File: src/common/bmf_map.vh
// Constants for the bus monitor PCM framer: word labels, sync, timing.
// Assumes an upstream decoder delivering classified 16-bit 1553 words.
// How it works
// Frame opens with high, low, microsecond time
// Response time word follows status, label 4
// Sync pattern FAF320, length 128 to 256
// Frame period equals frame bits over rate
// User word lag follows 24-bit word slots
// Frame time copies external time input
// Same message gets same tag everywhere
// Tag words latched together until all sent
// Rollover never makes tag go backwards
// Periodic message tags differ by period
// Every word kept in order, labelled right; the code drops words that arrive while the FIFO is full
// No-response message ends, resync on next
// All message kinds captured across response times
// User words sampled at configurable rate
// Structure error word labelled C or 8; a status word with an error arriving while respRun is set gets label A
// Overflow marked by extra word, label 0
// User words labelled 2 or 3
// Tag captured when command word detected
`ifndef BMF_MAP_VH
`define BMF_MAP_VH
`define BMF_ID_OVFL 4'h0
`define BMF_ID_USER0 4'h2
`define BMF_ID_USER1 4'h3
`define BMF_ID_RESP 4'h4
`define BMF_ID_USEC 4'h5
`define BMF_ID_LOW 4'h6
`define BMF_ID_HIGH 4'h7
`define BMF_ID_ERR_SEC 4'h8
`define BMF_ID_CMD 4'h9
`define BMF_ID_STAT 4'ha
`define BMF_ID_DATA 4'hb
`define BMF_ID_ERR_PRI 4'hc
`define BMF_ID_FILL 4'hf
`define BMF_SYNC 24'hfaf320
`define BMF_WORD_BITS 24
`define BMF_LEN_MIN 9'h080
`define BMF_LEN_MAX 9'h100
`define BMF_KIND_CMD 2'h0
`define BMF_KIND_STAT 2'h1
`define BMF_KIND_DATA 2'h2
`define BMF_CLK_MHZ 250
`endif

File: src/hdl/bmf_framer.v
// Bus monitor PCM framer: captures classified 1553 words, adds time and
// labels, and emits fixed-length PCM frames. Words arrive pre-decoded
// from a 1553 receiver on this clock; time and user inputs are async.
`timescale 1ns/10ps
`default_nettype none
`include "bmf_map.vh"
module bmf_framer #(
  parameter DEPTH_LOG2 = 6,
  parameter RATE_DIV = 16'd250,
  parameter USER_DIV = 16'd1024,
  parameter NORESP_US = 14
) (
  // Clock and reset
  input wire clk,
  input wire reset,
  // Configuration (static)
  input wire [8:0] frameLen,
  input wire busSecondary,
  // Decoded 1553 words
  input wire wordStrobe,
  input wire [1:0] wordKind,
  input wire [15:0] wordValue,
  input wire wordError,
  input wire busIdle,
  // External time and user word inputs
  input wire [47:0] timeIn,
  input wire [15:0] userIn,
  // PCM output
  output reg pcmData,
  output reg pcmWordStart,
  output reg pcmFrameStart,
  output reg overflowSeen
);
  localparam ST_IDLE = 2'h0;
  localparam ST_TAG = 2'h1;
  localparam ST_MSG = 2'h2;
  localparam [31:0] NORESP_CYC = NORESP_US * `BMF_CLK_MHZ;
  // Time and user input synchronisers
  reg [47:0] timeMeta;
  reg [47:0] timeSync;
  reg [47:0] timeLast;
  reg [47:0] timeCoh;
  reg [15:0] userMeta;
  reg [15:0] userSync;
  reg [15:0] userLast;
  reg [15:0] userCoh;
  // Bits of a wide async word may land in different cycles; a value is
  // taken only once two samples agree, so a torn word never gets out
  always @(posedge clk) begin
    timeMeta <= timeIn;
    timeSync <= timeMeta;
    timeLast <= timeSync;
    if (timeSync == timeLast)
      timeCoh <= timeSync;
    userMeta <= userIn;
    userSync <= userMeta;
    userLast <= userSync;
    if (userSync == userLast)
      userCoh <= userSync;
  end
  // Message sequencer
  reg [1:0] state;
  reg [1:0] tagStep;
  reg [47:0] tagLatch;
  reg [15:0] respCnt;
  reg respRun;
  reg [15:0] gapCnt;
  reg msgDone;
  // Message FIFO
  reg [19:0] fifo [0:(1<<DEPTH_LOG2)-1];
  reg [DEPTH_LOG2:0] wrPtr;
  reg [DEPTH_LOG2:0] rdPtr;
  reg ovflPending;
  reg [19:0] pushWord;
  reg pushEn;
  // Fill kept at pointer width so the difference wraps with the pointers
  wire [DEPTH_LOG2:0] fifoFill = wrPtr - rdPtr;
  wire fifoFull = fifoFill[DEPTH_LOG2];
  wire fifoEmpty = (wrPtr == rdPtr);
  wire [3:0] errId = busSecondary ? `BMF_ID_ERR_SEC : `BMF_ID_ERR_PRI;
  always @* begin
    pushEn = 1'b0;
    pushWord = 20'h00000;
    if (ovflPending && !fifoFull) begin
      pushEn = 1'b1;
      pushWord = {`BMF_ID_OVFL, 16'h0000};
    end else if (state == ST_TAG) begin
      pushEn = 1'b1;
      case (tagStep)
        2'h0: pushWord = {`BMF_ID_HIGH, tagLatch[47:32]};
        2'h1: pushWord = {`BMF_ID_LOW, tagLatch[31:16]};
        default: pushWord = {`BMF_ID_USEC, tagLatch[15:0]};
      endcase
    end else if (respRun && wordStrobe && wordKind == `BMF_KIND_STAT) begin
      pushEn = 1'b1;
      pushWord = {`BMF_ID_STAT, wordValue};
    end else if (wordStrobe) begin
      pushEn = 1'b1;
      if (wordError)
        pushWord = {errId, wordValue};
      else if (wordKind == `BMF_KIND_CMD)
        pushWord = {`BMF_ID_CMD, wordValue};
      else if (wordKind == `BMF_KIND_STAT)
        pushWord = {`BMF_ID_STAT, wordValue};
      else
        pushWord = {`BMF_ID_DATA, wordValue};
    end else if (state == ST_MSG && respRun == 1'b0 && respCnt != 16'h0000) begin
      pushEn = 1'b1;
      pushWord = {`BMF_ID_RESP, respCnt};
    end
  end
  // Note: a bus word landing during the tag burst is held off by the
  // 1553 word time (20 us), far longer than the three-cycle burst.
  always @(posedge clk) begin
    if (reset) begin
      state <= ST_IDLE;
      tagStep <= 2'h0;
      tagLatch <= 48'h0;
      respCnt <= 16'h0000;
      respRun <= 1'b0;
      gapCnt <= 16'h0000;
      msgDone <= 1'b0;
      wrPtr <= {(DEPTH_LOG2+1){1'b0}};
      ovflPending <= 1'b0;
    end else begin
      if (pushEn && !(ovflPending && !fifoFull)) begin
        if (fifoFull)
          ovflPending <= 1'b1;
        else begin
          fifo[wrPtr[DEPTH_LOG2-1:0]] <= pushWord;
          wrPtr <= wrPtr + 1'b1;
        end
      end else if (pushEn) begin
        fifo[wrPtr[DEPTH_LOG2-1:0]] <= pushWord;
        wrPtr <= wrPtr + 1'b1;
        ovflPending <= 1'b0;
      end
      // A command after the status that closed the last message opens a
      // new one; a second command before any status is RT-to-RT
      if (wordStrobe && wordKind == `BMF_KIND_CMD && (state != ST_MSG || msgDone)) begin
        // One coherent sample of all 48 bits avoids rollover tearing
        tagLatch <= timeCoh;
        state <= ST_TAG;
        tagStep <= 2'h0;
        msgDone <= 1'b0;
      end else if (state == ST_TAG && !(ovflPending && !fifoFull)) begin
        tagStep <= tagStep + 2'h1;
        if (tagStep == 2'h2)
          state <= ST_MSG;
      end
      if (wordStrobe && wordKind == `BMF_KIND_STAT && state == ST_MSG)
        msgDone <= 1'b1;
      if (wordStrobe && wordKind == `BMF_KIND_STAT && respRun)
        respRun <= 1'b0;
      else if (wordStrobe && wordKind != `BMF_KIND_STAT &&
               (state == ST_MSG || wordKind == `BMF_KIND_CMD))
        {respRun, respCnt} <= {1'b1, 16'h0001};
      else if (respRun)
        respCnt <= respCnt + 16'h0001;
      if (pushEn && pushWord[19:16] == `BMF_ID_RESP)
        respCnt <= 16'h0000;
      if (wordStrobe)
        gapCnt <= 16'h0000;
      else if (busIdle && state == ST_MSG) begin
        gapCnt <= gapCnt + 16'h0001;
        if (gapCnt >= NORESP_CYC[15:0]) begin
          state <= ST_IDLE;
          respRun <= 1'b0;
          respCnt <= 16'h0000;
        end
      end
    end
  end
  // Bit-rate divider and frame composer
  reg [15:0] rateCnt;
  reg bitTick;
  reg [15:0] userCnt;
  reg [15:0] userHold;
  reg userPend;
  reg userSel;
  reg [8:0] wordIdx;
  reg [47:0] frameTime;
  reg [23:0] srcData;
  reg srcValid;
  reg popEn;
  wire srcReady;
  wire outValid;
  wire [23:0] outData;
  wire serReady;
  wire serWordStart;
  wire serData;
  wire [19:0] fifoHead = fifo[rdPtr[DEPTH_LOG2-1:0]];
  wire [8:0] lenSel = (frameLen < `BMF_LEN_MIN) ? `BMF_LEN_MIN :
                      (frameLen > `BMF_LEN_MAX) ? `BMF_LEN_MAX : frameLen;
  always @* begin
    popEn = 1'b0;
    srcValid = 1'b1;
    if (wordIdx == 9'h000)
      srcData = `BMF_SYNC;
    else if (wordIdx == 9'h001)
      srcData = {4'h0, `BMF_ID_HIGH, frameTime[47:32]};
    else if (wordIdx == 9'h002)
      srcData = {4'h0, `BMF_ID_LOW, frameTime[31:16]};
    else if (wordIdx == 9'h003)
      srcData = {4'h0, `BMF_ID_USEC, frameTime[15:0]};
    else if (userPend)
      srcData = {4'h0, userSel ? `BMF_ID_USER1 : `BMF_ID_USER0, userHold};
    else if (!fifoEmpty) begin
      srcData = {4'h0, fifoHead};
      popEn = srcReady;
    end else
      srcData = {4'h0, `BMF_ID_FILL, 16'h0000};
  end
  always @(posedge clk) begin
    if (reset) begin
      rateCnt <= 16'h0000;
      bitTick <= 1'b0;
      userCnt <= 16'h0000;
      userHold <= 16'h0000;
      userPend <= 1'b0;
      userSel <= 1'b0;
      wordIdx <= 9'h000;
      frameTime <= 48'h0;
      rdPtr <= {(DEPTH_LOG2+1){1'b0}};
      pcmData <= 1'b0;
      pcmWordStart <= 1'b0;
      pcmFrameStart <= 1'b0;
      overflowSeen <= 1'b0;
    end else begin
      bitTick <= (rateCnt == RATE_DIV - 16'd1);
      rateCnt <= (rateCnt == RATE_DIV - 16'd1) ? 16'h0000 : rateCnt + 16'h0001;
      userCnt <= (userCnt == USER_DIV - 16'd1) ? 16'h0000 : userCnt + 16'h0001;
      if (srcValid && srcReady) begin
        // Frame period is lenSel words of 24 bits at the bit rate
        wordIdx <= (wordIdx == lenSel - 9'h001) ? 9'h000 : wordIdx + 9'h001;
        if (wordIdx == lenSel - 9'h001)
          frameTime <= timeCoh;
        if (wordIdx > 9'h003 && userPend) begin
          userPend <= 1'b0;
          userSel <= ~userSel;
        end
      end
      // After the take, so a sample in the same cycle is not lost
      if (userCnt == USER_DIV - 16'd1) begin
        userHold <= userCoh;
        userPend <= 1'b1;
      end
      if (popEn)
        rdPtr <= rdPtr + 1'b1;
      pcmData <= serData;
      pcmWordStart <= serWordStart;
      pcmFrameStart <= serWordStart && (outData == `BMF_SYNC);
      if (ovflPending)
        overflowSeen <= 1'b1;
    end
  end
  bmf_skid #(.WIDTH(24)) uSkid (
    .clk(clk),
    .reset(reset),
    .inValid(srcValid),
    .inReady(srcReady),
    .inData(srcData),
    .outValid(outValid),
    .outReady(serReady),
    .outData(outData)
  );
  bmf_serializer uSer (
    .clk(clk),
    .reset(reset),
    .wordValid(outValid),
    .wordReady(serReady),
    .wordData(outData),
    .bitTick(bitTick),
    .pcmData(serData),
    .wordStart(serWordStart)
  );
endmodule // bmf_framer

`default_nettype wire

File: src/hdl/bmf_skid.v
// Two-entry buffer with valid/ready on both sides.
// Assumes a single clock and synchronous reset.
`timescale 1ns/10ps
`default_nettype none
module bmf_skid #(
  parameter WIDTH = 24
) (
  // Clock and reset
  input wire clk,
  input wire reset,
  // Fill side
  input wire inValid,
  output wire inReady,
  input wire [WIDTH-1:0] inData,
  // Drain side
  output wire outValid,
  input wire outReady,
  output wire [WIDTH-1:0] outData
);
  reg [WIDTH-1:0] mem [0:1];
  reg wrPtr;
  reg rdPtr;
  reg [1:0] count;
  wire doWr;
  wire doRd;
  assign inReady = (count != 2'h2);
  assign outValid = (count != 2'h0);
  assign outData = mem[rdPtr];
  assign doWr = inValid && inReady;
  assign doRd = outValid && outReady;
  always @(posedge clk) begin
    if (reset) begin
      wrPtr <= 1'b0;
      rdPtr <= 1'b0;
      count <= 2'h0;
    end else begin
      if (doWr) begin
        mem[wrPtr] <= inData;
        wrPtr <= ~wrPtr;
      end
      if (doRd)
        rdPtr <= ~rdPtr;
      if (doWr && !doRd)
        count <= count + 2'h1;
      else if (doRd && !doWr)
        count <= count - 2'h1;
    end
  end
endmodule // bmf_skid

`default_nettype wire

File: src/hdl/bmf_serializer.v
// Shifts 24-bit PCM words out MSB first at one bit per rate tick.
// Assumes bitTick is a one-cycle pulse from the framer's divider.
`timescale 1ns/10ps
`default_nettype none
module bmf_serializer (
  // Clock and reset
  input wire clk,
  input wire reset,
  // Word input
  input wire wordValid,
  output reg wordReady,
  input wire [23:0] wordData,
  // Bit timing and output
  input wire bitTick,
  output reg pcmData,
  output reg wordStart
);
  reg [23:0] shift;
  reg [4:0] bitsLeft;
  always @(posedge clk) begin
    if (reset) begin
      shift <= 24'h000000;
      bitsLeft <= 5'h00;
      pcmData <= 1'b0;
      wordStart <= 1'b0;
      wordReady <= 1'b0;
    end else begin
      wordStart <= 1'b0;
      wordReady <= 1'b0;
      if (bitTick) begin
        if (bitsLeft == 5'h00) begin
          // An empty source still yields a 24-bit word slot (first bit zero, rest from stale wordData), so frame timing holds
          shift <= {wordData[22:0], 1'b0};
          pcmData <= wordValid ? wordData[23] : 1'b0;
          bitsLeft <= 5'd23;
          wordStart <= 1'b1;
          wordReady <= 1'b1;
        end else begin
          pcmData <= shift[23];
          shift <= {shift[22:0], 1'b0};
          bitsLeft <= bitsLeft - 5'h01;
        end
      end
    end
  end
endmodule // bmf_serializer

`default_nettype wire

File: config.mk
export PLATFORM = sky130hd
export DESIGN_NAME = bmf_framer
export DESIGN_NICKNAME = d
export VERILOG_FILES = /design/src/hdl/bmf_framer.v /design/src/hdl/bmf_skid.v /design/src/hdl/bmf_serializer.v
export VERILOG_INCLUDE_DIRS = /design/src /design/src/common
export SDC_FILE = /design/constraint.sdc
export NUM_CORES = 2
export LEC_CHECK = 0
export BUFFER_PORTS_ARGS = -buffer_cell sky130_fd_sc_hd__buf_2
export CAP_MARGIN = 15
export CORE_MARGIN = 3
export CORE_UTILIZATION = 45
export CTS_CLUSTER_DIAMETER = 60
export DETAILED_ROUTE_END_ITERATION = 16
export PLACE_DENSITY = 0.62
export SLEW_MARGIN = 20
export SYNTH_ARGS = -nofsm -noshare
export SYNTH_HDL_FRONTEND = slang
export SYNTH_SLANG_ARGS = --single-unit
export TNS_END_PERCENT = 5
File: constraint.sdc
create_clock -name clk -period 7.8 [get_ports clk]
set_input_delay 1.56 -clock clk [delete_from_list [all_inputs] [get_ports clk]]
set_output_delay 1.56 -clock clk [all_outputs]
set_load 0.05 [all_outputs]
==> results.toml <==
[sta]
finalHoldViolCount = 0
fin_crit_sh_pct = 58.3
tightest_slew_ns = 1.14
rsz0062_at_grt = "no"
fmax_mhz = 220
skew_ns = 0.0340
period_needed_ns = 4.55
maxSlewHeadroom_pct = 23.3
finalSetupTns_ns = 0
slew_viol_final = 0
finalSetupViolations = 0

[synthesis]
synth_fa_ha_area_share_pct = 0.449
yosysWarnings = 0
synth_mux_area_share_pct = 13.6
ys.flop_type = "edfxtp_1"
synth_compound_area_share_pct = 3.86
ys_types = 68
synth-seq-cells = 1832
syn_area_sq_mm = 0.0696
synth_edf_count = 1386
synth_top_family_by_area = "multiplexers"
async_reset_ff_share_pct = 0
synth-simple-area-share_pct = 6.05
synth_xor_area_share_pct = 1.81
yosys.area.top_type_share_pct = 59.8
synthTopCellsByArea = "edfxtp_1 60%, dfxtp_1 13%, mux4_2 11%, mux2i_1 1.9%, nor2_1 1.4%"
avgSynthCellArea_sq_um = 17.3
synth_top_cell_by_area = "edfxtp_1"
syn_inst = 4032
syn_nets = 4154
seq_area_frac_synth_pct = 72.6

[placement]
port_buffers = 100
gp_congestion = 0.876
dp_hpwl_um = 107000
placed_area_sq_mm = 0.0728

[final_layout]
design_area_sq_mm = 0.0792
regArea_sq_mm = 0.0506
drive_gt1_share_pct = 22.2
syn2layout_area_growth_pct = 13.8
multi_input_area_sq_mm = 0.0187
diodes = 0
final_common_cell = "edfxtp_1"
nNetsFinal = 4294
fillCellCount = 12300
final_cell_mix = "1386 x edfxtp_1, 441 x dfxtp_1, 354 x mux4_2, 190 x nand2_1, 189 x clkbuf_16"

[detailed_routing]
dr_total_vias = 36900
drc_errors = 0
ant_nets = 0
first_pass_iters = 6
initialDrtViolationCount = 4737
wl_per_cell_um = 27.6
wl_um = 176000
post_drt_via_cell_ratio = 5.80

[worst_setup_path]
worst-path-stages = 7
critPathCaptureType = "flip-flop"
crit_path_max_fanout = 20
required_ns = 8.23
reg2reg_to = "fifo[61][0]$_DFFE_PP_"
cp-endpoint = "fifo[61][0]$_DFFE_PP_"
criticalPathCategory = "flip-flop to flip-flop"
reg2reg_from = "wrPtr[4]$_SDFFE_PP0P_"
cp-start-kind = "flip-flop"
crit_family = "simple AND/OR/NAND/NOR gates"
cp_num_buf_inv = 1
startpoint = "wrPtr[4]$_SDFFE_PP0P_"
cpPeakStageDelay_ns = 1.21
cp_cell_sequence = "ha_1 -> and4_1 -> a221o_1 -> xnor2_1 -> buf_4 -> nand4_1 -> nor2_2"
r2r_cells = 7
cp_slowest_cell = "nor2_2"
r2r_setup_slack_ns = 3.25
arrival_ns = 4.98

[clocking]
clock-root-buffer = "clkbuf_16"
cts_made_buffers = 185
cts_buffer_depth = 3
postCtsHoldBufs = 0
cts.repair_timing.setup_buffer_count = 0
insertion_delay_ns = 0.83
htreeDepth = 4
cts_tree = "yes"
cts_sinks = 1832
cts_resized = 0
clk_pin_slew_worst_paths_ns = 0.06

[power]
ir_drop_uv = 285
p_leak_nw = 24.9
power_density_mw_per_mm2 = 292

[hold_path]
min_path_type = "flip-flop to flip-flop"

[flow_run]
max_cap_violations = 0

[run_status]
outcome = "complete, no violations"

[global_routing]
grt_pass1_wl_um = 252000
grt_use_total_pct = 22.0
grt_overflow = 0
grt_max_degree = 196
antenna_found_initial = 6
grt_pass1_vias = 35500

[floorplanning]
start_util_pct = 45.6
dieWidth_um = 399
io_pins = 101
coreArea_sq_mm = 0.153
die_h_um = 399
dieArea_sq_mm = 0.159
fp-row-count = 143
## worst reg2reg max path, stage by stage, from the launching register on
cell and delay [ns]:
dfxtp_1 0.66, ha_1 0.34, and4_1 0.22, a221o_1 0.35
xnor2_1 0.21, buf_4 0.29, nand4_1 0.85, nor2_2 1.22
## cells in the mapped netlist, types with 38 or more instances
| cell type | number |
|---|---|
| mux2i_1 | 134 |
| a22oi_1 | 59 |
| o21ai_0 | 70 |
| clkbuf_1 | 138 |
| nand3_1 | 67 |
| mux4_2 | 354 |
| nor2_1 | 261 |
| xor2_1 | 86 |
| nand2b_1 | 106 |
| edfxtp_1 | 1386 |
| dfxtp_1 | 446 |
| a21oi_1 | 117 |
| inv_1 | 38 |
| nand2_1 | 193 |
| buf_2 | 54 |
| xnor2_1 | 58 |
| nor3_1 | 42 |
## layout make-up
type | instances | share of cell area [%]
Clock inverter | 119 | 1.57
Timing Repair Buffer | 175 | 1.45
Multi-Input combinational cell | 1940 | 23.6
Sequential cell | 1832 | 63.8
Clock buffer | 224 | 6.17
Inverter | 38 | 0.180
Tap cell | 2030 | 3.21
## power by group
part	leakage, nW	internal, mW	total, mW	switching [mW]
Sequential	16.3	10.9	11.0	0.133
Clock	2.98	5.01	8.83	3.82
Combinational	5.60	1.30	3.32	2.02
Total	24.9	17.2	23.1	5.97
## per-layer routing
| metal | GRT usage, % | wire [um] | vias up |
|---|---|---|---|
| met5 | 0 | 7 | - |
| met4 | 5.91 | 3830 | 2 |
| met3 | 4.33 | 14300 | 232 |
| met2 | 32.8 | 80600 | 1519 |
| met1 | 33.1 | 77000 | 19100 |
| li1 | - | - | 16000 |
## per-stage QoR
step | worst slack, ns | cells | power, mW | hold WS [ns] | util [%]
finish | 3.25 | 6358 | 23.1 | 0.318 | 51.8
CTS | 3.38 | 6355 | 23.3 | 0.321 | 51.7
global route | 3.15 | 6358 | 23.9 | 0.325 | 51.8
detailed placement | 2.66 | 6012 | 14.5 | 0.312 | 47.6
floorplan | 2.28 | 4032 | 13.2 | 0.310 | -
global placement | 2.77 | 6012 | 14.5 | 0.310 | 47.6
## sequential cells by signal, summed over array words and instances (netlist names), 42 cells and up, named ones only
signal / count
fifo: 1280
timeMeta: 48
uSkid.mem: 42
tagLatch: 48
frameTime: 48
timeCoh: 48
timeLast: 48
timeSync: 48
## kinds of logic (layout without fill, tap and decap cells)
logic type | count (synthesis) | after routing
XOR/XNOR | 144 | 144
AND/OR/NAND/NOR | 856 | 856
flip-flops | 1832 | 1832
buffers and inverters | 260 | 556
multiplexers | 504 | 504
adder cells (fa/ha/maj) | 25 | 25
AO/OA/AOI/OAI | 411 | 411
## how the worst min path moves through the flow
| stage | depth (start not counted) | slack (ns) | endpoint | start |
|---|---|---|---|---|
| 5_1_grt | 0 | 0.32 | timeSync[7]$_DFF_P_ | timeMeta[7]$_DFF_P_ |
| 6_report | 0 | 0.32 | timeSync[7]$_DFF_P_ | timeMeta[7]$_DFF_P_ |
| 2_1_floorplan | 0 | 0.31 | timeSync[0]$_DFF_P_ | timeMeta[0]$_DFF_P_ |
| 3_3_place_gp | 0 | 0.31 | timeSync[36]$_DFF_P_ | timeMeta[36]$_DFF_P_ |
| 4_1_cts | 0 | 0.32 | timeSync[7]$_DFF_P_ | timeMeta[7]$_DFF_P_ |
| 3_5_place_dp | 0 | 0.31 | timeSync[16]$_DFF_P_ | timeMeta[16]$_DFF_P_ |
Power figures use the tool's default switching activity.
